## config.mk

```make
export PLATFORM = sky130hd
export DESIGN_NAME = config_startup_sequencer
export DESIGN_NICKNAME = d
export VERILOG_FILES = /design/src/rtl/pin_sync_edge.v /design/src/rtl/config_length_counter.v /design/src/rtl/config_startup_sequencer.v
export VERILOG_INCLUDE_DIRS = /design/src /design/src/inc
export SDC_FILE = /design/constraint.sdc
export NUM_CORES = 1
export LEC_CHECK = 0
export ABC_AREA = 1
export ABC_CLOCK_PERIOD_IN_PS = 3200
export BUFFER_PORTS_ARGS = -buffer_cell sky130_fd_sc_hd__clkbuf_2
export CAP_MARGIN = 20
export CORE_MARGIN = 8
export CORE_UTILIZATION = 60
export DETAILED_ROUTE_END_ITERATION = 7
export GPL_TIMING_DRIVEN = 0
export PLACE_DENSITY_LB_ADDON = 0.25
export SYNTH_ARGS = -nofsm -noshare
export SYNTH_HDL_FRONTEND = slang
export SYNTH_HIERARCHICAL = 1
export SYNTH_SLANG_ARGS = --single-unit
```

## constraint.sdc

```tcl
create_clock -name clk -period 3.2 [get_ports clk]
set_input_delay 0.32 -clock clk [delete_from_list [all_inputs] [get_ports clk]]
set_output_delay 0.32 -clock clk [all_outputs]
set_load 0.01 [all_outputs]
```

## src/inc/startup_seq_regs.vh

```
// Constants for the configuration start-up sequencer
`ifndef STARTUP_SEQ_REGS_VH
`define STARTUP_SEQ_REGS_VH

// Wishbone register byte offsets
`define ADDR_W 4
`define OFS_CTRL 4'h0
`define OFS_LENGTH 4'h4
`define OFS_STATUS 4'h8
`define OFS_COUNT 4'hC

// Start-up shift register
`define STAGE_W 5
`define STAGE_LAST 4
`define STAGE_WAIT 3
`define TAP_W 3

// Configuration clock counter
`define CNT_W 24
`define LENGTH_RST 24'hFFFFFF

// Control register fields
`define CTRL_MODE_LO 0
`define CTRL_MODE_HI 1
`define CTRL_WAIT_BIT 0
`define CTRL_USER_BIT 1
`define CTRL_DTAP_LO 4
`define CTRL_DTAP_HI 6
`define CTRL_ITAP_LO 8
`define CTRL_ITAP_HI 10
`define CTRL_GTAP_LO 12
`define CTRL_GTAP_HI 14
`define CTRL_RESTART 31

// Clock modes
`define MODE_OSC_FREE 2'h0
`define MODE_OSC_WAIT 2'h1
`define MODE_USER_FREE 2'h2
`define MODE_USER_WAIT 2'h3

// Control reset values
`define MODE_RST `MODE_OSC_FREE
`define DTAP_RST 3'h1
`define ITAP_RST 3'h2
`define GTAP_RST 3'h3

// Status register fields
`define ST_STAGE_LO 0
`define ST_STAGE_HI 4
`define ST_MATCH 9
`define ST_MEMFULL 10
`define ST_DONELINE 11
`define ST_IOACT 12
`define ST_GSRHOLD 13
`define ST_DONEREL 14

`endif

```

## src/rtl/pin_sync_edge.v

```verilog
// Two-flop pin synchroniser with rising-edge pulse
`timescale 1ns/1ps
module pin_sync_edge (
  // Clock and reset
  input wire clk,
  input wire srst,
  // Asynchronous pin
  input wire pinIn,
  // Synchronised level and one-cycle rising-edge pulse
  output wire level,
  output wire rise
);
  reg meta_q;
  reg sync_q;
  reg prev_q;

  always @(posedge clk) begin
    if (srst) begin
      meta_q <= 1'b0;
      sync_q <= 1'b0;
      prev_q <= 1'b0;
    end else begin
      meta_q <= pinIn;
      sync_q <= meta_q;
      prev_q <= sync_q;
    end
  end

  // Edge detect looks only at the second and third flops
  assign level = sync_q;
  assign rise = sync_q & ~prev_q;
endmodule // pin_sync_edge

```

## src/rtl/config_length_counter.v

```verilog
// Configuration clock counter compared against the loaded length count
`include "startup_seq_regs.vh"
`timescale 1ns/1ps
module config_length_counter (
  // Clock and reset
  input wire clk,
  input wire srst,
  // Control
  input wire clear,
  input wire countEn,
  input wire [`CNT_W-1:0] lengthCount,
  // Results
  output wire [`CNT_W-1:0] count,
  output wire match
);
  reg [`CNT_W-1:0] count_q;
  wire [`CNT_W-1:0] count_d;

  // Wraps like the real counter, so a miscount needs a full turn to match
  assign count_d = count_q + {{(`CNT_W-1){1'b0}}, 1'b1};

  always @(posedge clk) begin
    if (srst || clear) begin
      count_q <= {`CNT_W{1'b0}};
    end else if (countEn) begin
      count_q <= count_d;
    end
  end

  assign count = count_q;
  assign match = (count_q == lengthCount);
endmodule // config_length_counter

```

## src/rtl/config_startup_sequencer.v

```verilog
// Start-up sequencer run after configuration, with Wishbone registers
//
// Contract
// - Start only when memory full, count matches
// - First clock edge after start sets stage zero
// - Taps drive done, io blocks, set/reset
// - Default: done, io next clock, reset after
// - Default clock is configuration oscillator, asynchronous
// - Later stages clocked by oscillator or user
// - Wait modes gate stage three on line
// - Held-low done line stalls progress until high
// - Free-run modes ignore the done line
// - Stage one bridges oscillator and user clock
// - Length count loaded and held for compare
//
// The register addresses and the Wishbone slave port were chosen for this implementation.
`include "startup_seq_regs.vh"
`timescale 1ns/1ps
module config_startup_sequencer (
  // Clock and reset
  input wire clk,
  input wire srst,
  // Wishbone slave
  input wire wb_cyc_i,
  input wire wb_stb_i,
  input wire wb_we_i,
  input wire [`ADDR_W-1:0] wb_adr_i,
  input wire [3:0] wb_sel_i,
  input wire [31:0] wb_dat_i,
  output wire [31:0] wb_dat_o,
  output wire wb_ack_o,
  // Configuration side
  input wire configOscClock,
  input wire userStartupClock,
  input wire clearFinished,
  input wire memFull,
  // Wired-AND done line
  input wire doneLineIn,
  output wire doneLineOut,
  output wire doneLineOe,
  // Start-up events
  output wire ioBlockActive,
  output wire globalSetResetHold
);
  // Register state
  reg [1:0] mode_q;
  reg [`TAP_W-1:0] doneTap_q;
  reg [`TAP_W-1:0] ioTap_q;
  reg [`TAP_W-1:0] gsrTap_q;
  reg [`CNT_W-1:0] length_q;
  // Restart is a one-cycle strobe that re-arms counter and stages
  reg restart_q;
  reg ack_q;
  reg [31:0] rdata_q;

  // Sequencer state
  reg [`STAGE_W-1:0] stage_q;
  reg doneOe_q;
  reg ioActive_q;
  reg gsrHold_q;

  wire oscLevel;
  wire oscRise;
  wire userRise;
  wire initHigh;
  wire doneLine;
  wire [`CNT_W-1:0] cfgCount;
  wire countMatch;
  wire startCond;
  wire startEdge;
  wire advance;
  wire waitMode;
  wire doneRelease;
  wire ioRelease;
  wire gsrRelease;
  wire busReq;
  wire busWrite;
  reg [31:0] ctrlWord;
  wire [31:0] ctrlNew;
  wire [31:0] lengthNew;
  reg [31:0] statusWord;

  // Pin synchronisers
  pin_sync_edge uOscSync (
    .clk(clk),
    .srst(srst),
    .pinIn(configOscClock),
    .level(oscLevel),
    .rise(oscRise)
  );

  pin_sync_edge uUserSync (
    .clk(clk),
    .srst(srst),
    .pinIn(userStartupClock),
    .level(),
    .rise(userRise)
  );

  pin_sync_edge uInitSync (
    .clk(clk),
    .srst(srst),
    .pinIn(clearFinished),
    .level(initHigh),
    .rise()
  );

  pin_sync_edge uDoneSync (
    .clk(clk),
    .srst(srst),
    .pinIn(doneLineIn),
    .level(doneLine),
    .rise()
  );

  // Counts oscillator edges only while the clear-finished pin is high
  // It keeps counting after start; only a restart or a low clear-finished pin re-arms the match
  config_length_counter uCounter (
    .clk(clk),
    .srst(srst),
    .clear(~initHigh | restart_q),
    .countEn(oscRise & initHigh),
    .lengthCount(length_q),
    .count(cfgCount),
    .match(countMatch)
  );

  // Byte-lane merge for Wishbone writes
  function [31:0] mergeBytes;
    input [31:0] oldWord;
    input [31:0] newWord;
    input [3:0] sel;
    integer b;
    begin
      mergeBytes = oldWord;
      for (b = 0; b < 4; b = b + 1) begin
        if (sel[b]) begin
          mergeBytes[b*8 +: 8] = newWord[b*8 +: 8];
        end
      end
    end
  endfunction

  // Tap select; codes past the last stage pick the last stage
  function tapPick;
    input [`STAGE_W-1:0] stages;
    input [`TAP_W-1:0] tap;
    begin
      if (tap > `STAGE_LAST) begin
        tapPick = stages[`STAGE_LAST];
      end else begin
        tapPick = stages[tap];
      end
    end
  endfunction

  // Wishbone slave: one wait state, ack drops after one cycle
  assign busReq = wb_cyc_i & wb_stb_i & ~ack_q;
  assign busWrite = busReq & wb_we_i;

  // Unused bits read zero; restart is a strobe and reads zero too
  always @* begin
    ctrlWord = 32'h00000000;
    ctrlWord[`CTRL_MODE_HI:`CTRL_MODE_LO] = mode_q;
    ctrlWord[`CTRL_DTAP_HI:`CTRL_DTAP_LO] = doneTap_q;
    ctrlWord[`CTRL_ITAP_HI:`CTRL_ITAP_LO] = ioTap_q;
    ctrlWord[`CTRL_GTAP_HI:`CTRL_GTAP_LO] = gsrTap_q;
  end
  assign ctrlNew = mergeBytes(ctrlWord, wb_dat_i, wb_sel_i);
  assign lengthNew = mergeBytes({8'h00, length_q}, wb_dat_i, wb_sel_i);

  always @* begin
    statusWord = 32'h00000000;
    statusWord[`ST_STAGE_HI:`ST_STAGE_LO] = stage_q;
    statusWord[`ST_MATCH] = countMatch;
    statusWord[`ST_MEMFULL] = memFull;
    statusWord[`ST_DONELINE] = doneLine;
    statusWord[`ST_IOACT] = ioActive_q;
    statusWord[`ST_GSRHOLD] = gsrHold_q;
    statusWord[`ST_DONEREL] = ~doneOe_q;
  end

  always @(posedge clk) begin
    if (srst) begin
      mode_q <= `MODE_RST;
      doneTap_q <= `DTAP_RST;
      ioTap_q <= `ITAP_RST;
      gsrTap_q <= `GTAP_RST;
      length_q <= `LENGTH_RST;
      restart_q <= 1'b0;
    end else begin
      restart_q <= 1'b0;
      // Status, count and unmapped offsets ignore writes
      if (busWrite) begin
        case (wb_adr_i)
          `OFS_CTRL: begin
            mode_q <= ctrlNew[`CTRL_MODE_HI:`CTRL_MODE_LO];
            doneTap_q <= ctrlNew[`CTRL_DTAP_HI:`CTRL_DTAP_LO];
            ioTap_q <= ctrlNew[`CTRL_ITAP_HI:`CTRL_ITAP_LO];
            gsrTap_q <= ctrlNew[`CTRL_GTAP_HI:`CTRL_GTAP_LO];
            restart_q <= wb_sel_i[3] & wb_dat_i[`CTRL_RESTART];
          end
          `OFS_LENGTH: begin
            length_q <= lengthNew[`CNT_W-1:0];
          end
          default: begin
          end
        endcase
      end
    end
  end

  always @(posedge clk) begin
    if (srst) begin
      ack_q <= 1'b0;
      rdata_q <= 32'h00000000;
    end else begin
      ack_q <= busReq;
      // Captured when taken, so the word stands while ack is high
      if (busReq && !wb_we_i) begin
        case (wb_adr_i)
          `OFS_CTRL: rdata_q <= ctrlWord;
          `OFS_LENGTH: rdata_q <= {8'h00, length_q};
          `OFS_STATUS: rdata_q <= statusWord;
          `OFS_COUNT: rdata_q <= {8'h00, cfgCount};
          default: rdata_q <= 32'h00000000;
        endcase
      end
    end
  end

  assign wb_ack_o = ack_q;
  assign wb_dat_o = rdata_q;

  // Start condition sampled on an oscillator rising edge
  assign startCond = memFull & countMatch & initHigh;
  // Taken only on an oscillator edge, the edge after the count matched
  assign startEdge = oscRise & startCond;

  // User clock mode bridges the phase at stage one, at no extra cycle over the oscillator modes
  assign advance = mode_q[`CTRL_USER_BIT] ? userRise : oscRise;
  assign waitMode = mode_q[`CTRL_WAIT_BIT];
  // Limitation: in a wait mode the done tap must sit below stage three,
  // or the device holds its own line low and start-up never finishes

  // Stage zero is sticky; a start edge wins over a restart in one cycle
  always @(posedge clk) begin
    if (srst) begin
      stage_q[0] <= 1'b0;
    end else if (startEdge) begin
      stage_q[0] <= 1'b1;
    end else if (restart_q) begin
      stage_q[0] <= 1'b0;
    end
  end

  // Stages beyond zero shift on the selected start-up clock
  genvar i;
  generate
    for (i = 1; i < `STAGE_W; i = i + 1) begin : gStage
      always @(posedge clk) begin
        if (srst || restart_q) begin
          stage_q[i] <= 1'b0;
        end else if (!stage_q[0]) begin
          stage_q[i] <= 1'b0;
        end else if (advance) begin
          if (i == 1) begin
            stage_q[i] <= stage_q[i-1];
          end else if (i == `STAGE_WAIT && waitMode) begin
            // Line held low by any party stalls the shift here
            stage_q[i] <= stage_q[i-1] & doneLine;
          end else begin
            stage_q[i] <= stage_q[i-1];
          end
        end
      end
    end
  endgenerate

  // Taps may share a stage; those events then fall in the same clock
  assign doneRelease = tapPick(stage_q, doneTap_q);
  assign ioRelease = tapPick(stage_q, ioTap_q);
  assign gsrRelease = tapPick(stage_q, gsrTap_q);

  // Event outputs; done is open drain and only ever pulls low
  // Registered, so each event lags its tap stage by one clock
  always @(posedge clk) begin
    if (srst) begin
      doneOe_q <= 1'b1;
      ioActive_q <= 1'b0;
      gsrHold_q <= 1'b1;
    end else begin
      doneOe_q <= ~doneRelease;
      ioActive_q <= ioRelease;
      gsrHold_q <= ~gsrRelease;
    end
  end

  // High level comes from the pull-up, never from this pin
  assign doneLineOut = 1'b0;
  assign doneLineOe = doneOe_q;
  assign ioBlockActive = ioActive_q;
  assign globalSetResetHold = gsrHold_q;
endmodule // config_startup_sequencer

```

==> qor_table.md <==
| Result | Value |
|---|---|
| Worst clock skew on the final layout | 0.0128 ns |
| Max frequency | 550 MHz |
| Post-Place Cell Area | 5620 µm² |
| Count of inserted antenna diode cells | 0 |
| Final total negative setup slack | 0 ns |
| WL final | 14000 µm |
| Number of instances resized during post-cts repair | 0 |
| Max-cap violations | 0 |
| CTS buffer count | 9 |
| WP data arrival | 2.15 ns |
| Total non-filler cell area in the finished layout | 5860 µm² |
| Nets | 872 |
| Die Footprint | 11700 µm² |
| WHS Endpoint | uUserSync/meta_q |
| Area of the placeable core | 8220 µm² |
| Final hold violation count | 0 |
| CTS root buf | clkbuf_8 |
| Die Span X | 108 µm |
| Initial core utilization | 62.2% |
| DPL Wire Length | 10900 µm |
| Worst rel slew slack | 41.0% |
| Maximum fanout along the worst path | 10 |
| Startpoint of the most critical hold path | userStartupClock |
| CTS Buffer Depth | 2 |
| Detailed-router iteration count before antenna repair | 6 |
| Run status | complete, no violations |
| PwrDens | 411 nW/µm² |
| Final core utilization | 71.3% |
| Overall die height | 108 µm |
| Setup Fix Bufs, Post-CTS | 0 |
| 1st-iter DRT viols | 395 |
| DRC violations left | 0 |
| Number of standard cells after synthesis | 732 |
| Area of combinational cells with multiple inputs | 2680 µm² |
| Synthesized cell area | 5110 µm² |
| Yosys warning count | 6 |
| Worst path required time | 3.53 ns |
| Number of setup violations in the final report | 0 |
| Avg Vias per Cell | 5.39 |
| Maximum ir drop on the vdd rail | 0.269 mV |
| Startpoint type of the worst setup path | flop |
| Worst reg2reg path startpoint | restart_q |
| Global router's overall resource usage | 24.3% |
| Largest net degree at the start of global routing | 20 |
| Final slew viol count | 0 |
| Count of cells along the worst register-to-register path | 6 |
| # port buffers | 70 |
| Endpoint of the worst register-to-register path | uCounter/count[4] |
| Part of the cycle the worst path needs | 56.8% |
| Antenna violations before repair | 0 |
| Average wire per cell in the routed design | 15.0 µm |
| Static leakage power | 2.62 nW |
| Setup repair after global routing missed its margin | false |
| Setup crit end kind | flop |
| Core Rows | 33 |
| Area taken by flip-flops and latches | 2060 µm² |
| Fraction of final layout cells sized beyond drive strength 1 | 18.8% |
| Final Wtd Congestion | 0.942 |
| Final critical path time including I/O delays and setup | 1.82 ns |
| Worst-Margin Slew | 0.882 ns |
| Number of clock sinks seen by CTS | 103 |
| Worst-Skew Late Latency | 0.38 ns |
| Antenna viol nets, final | 0 |
| Fillcell total | 706 |
| Area grow syn2layout | 14.7% |
| CTS hold repair buffers | 0 |
| Average footprint of a synthesized cell | 6.98 µm² |
| CTS clk-pin slew, worst paths | 0.11 ns |
| Vias in the first global route | 4702 |
| Wire length of the first global-routing pass | 22600 µm |
| Number of cells on the worst hold path | 3 |
| Leftover overflow at the end of global routing | 0 |
| Flop2flop setup slack | 1.38 ns |
| Ports placed on the boundary | 87 |
| TritonCTS clock tree | done |
| Vias after detailed routing | 5014 |
| Clock H-tree levels | 3 |
| Worst Hold Class | in -> reg |
| Category of the most critical setup path | reg -> reg |
[layout by cell type, fill, tap and decap left out, types with 3 or more instances in the layout]
cell type	count
nor3_1	8
o21ai_0	27
clkbuf_1	7
buf_2	8
dfxtp_1	103
a21oi_1	36
o211ai_1	3
buf_4	11
nor2_1	85
inv_2	5
nand2_1	213
a21oi_2	10
conb_1	9
o21ai_1	7
nor2_4	7
clkbuf_2	70
nor2_2	3
clkbuf_8	9
nand4_1	4
nand2_2	9
xnor2_1	5
inv_1	53
nand3_2	3
xor2_1	16
nand3_1	84
[flip-flops by register name, indices dropped and copies added (netlist names)]
register / cells
length_q: 24
uCounter/count: 24
wb_dat_o: 24
stage_q: 5
doneTap_q: 3
gsrTap_q: 3
ioTap_q: 3
mode_q: 2
doneLineOe: 1
globalSetResetHold: 1
ioBlockActive: 1
restart_q: 1
uDoneSync/level: 1
uDoneSync/meta_q: 1
uInitSync/level: 1
uInitSync/meta_q: 1
uOscSync/level: 1
uOscSync/meta_q: 1
uOscSync/prev_q: 1
uUserSync/level: 1
uUserSync/meta_q: 1
uUserSync/prev_q: 1
wb_ack_o: 1
[layer usage]
metal | global-route usage [%] | wire (µm)
met1 | 32.9 | 6540
met2 | 36.4 | 5990
met3 | 5.23 | 1150
met4 | 11.0 | 301
met5 | 0 | 0
[critical path: stages, from the launching register on]
cell	delay (ns)
dfxtp_1	0.33
inv_1	0.05
nand2_1	0.04
nor2_1	0.68
inv_1	0.32
a21oi_1	0.21
o21a_1	0.14
[final cells by class]
cell class	count	share of cell area, %
clock buffer	9	2.11
buffer	28	2.80
clock inverter	7	1.94
sequential	103	35.2
inverter	61	3.93
tap	105	2.24
multi-input combinational	548	45.8
timing repair buffer	70	5.98
[how the worst max path moves through the flow]
| stage | slack, ns | startpoint | to | cells after the start |
|---|---|---|---|---|
| after global routing | 1.24 | uOscSync/level | uCounter/count[20] | 11 |
| after detailed placement | 1.31 | srst | uCounter/count[4] | 5 |
| final | 1.38 | restart_q | uCounter/count[4] | 6 |
| after global placement | 1.34 | srst | uCounter/count[4] | 5 |
| after CTS | 1.42 | restart_q | uCounter/count[4] | 6 |
| after floorplan | 1.80 | uOscSync/level | uCounter/count[20] | 11 |
[report_power, final]
part           switching [mW]  leakage [nW]  internal [mW]
combinational          0.0997          1.66         0.0541
clock                   0.497         0.119          0.460
sequential            0.00516         0.833           1.29
[per-stage QoR]
| step | instances | hold slack (ns) | power (mW) | setup slack [ns] |
|---|---|---|---|---|
| after floorplan | 740 | 0.388 | 1.41 | 1.80 |
| after global placement | 915 | 0.390 | 1.47 | 1.34 |
| after detailed placement | 915 | 0.394 | 1.48 | 1.31 |
| after CTS | 931 | 0.0966 | 2.41 | 1.42 |
| after global routing | 931 | 0.108 | 2.48 | 1.24 |
| final | 931 | 0.111 | 2.41 | 1.38 |
(Power assumes the default switching activity.)
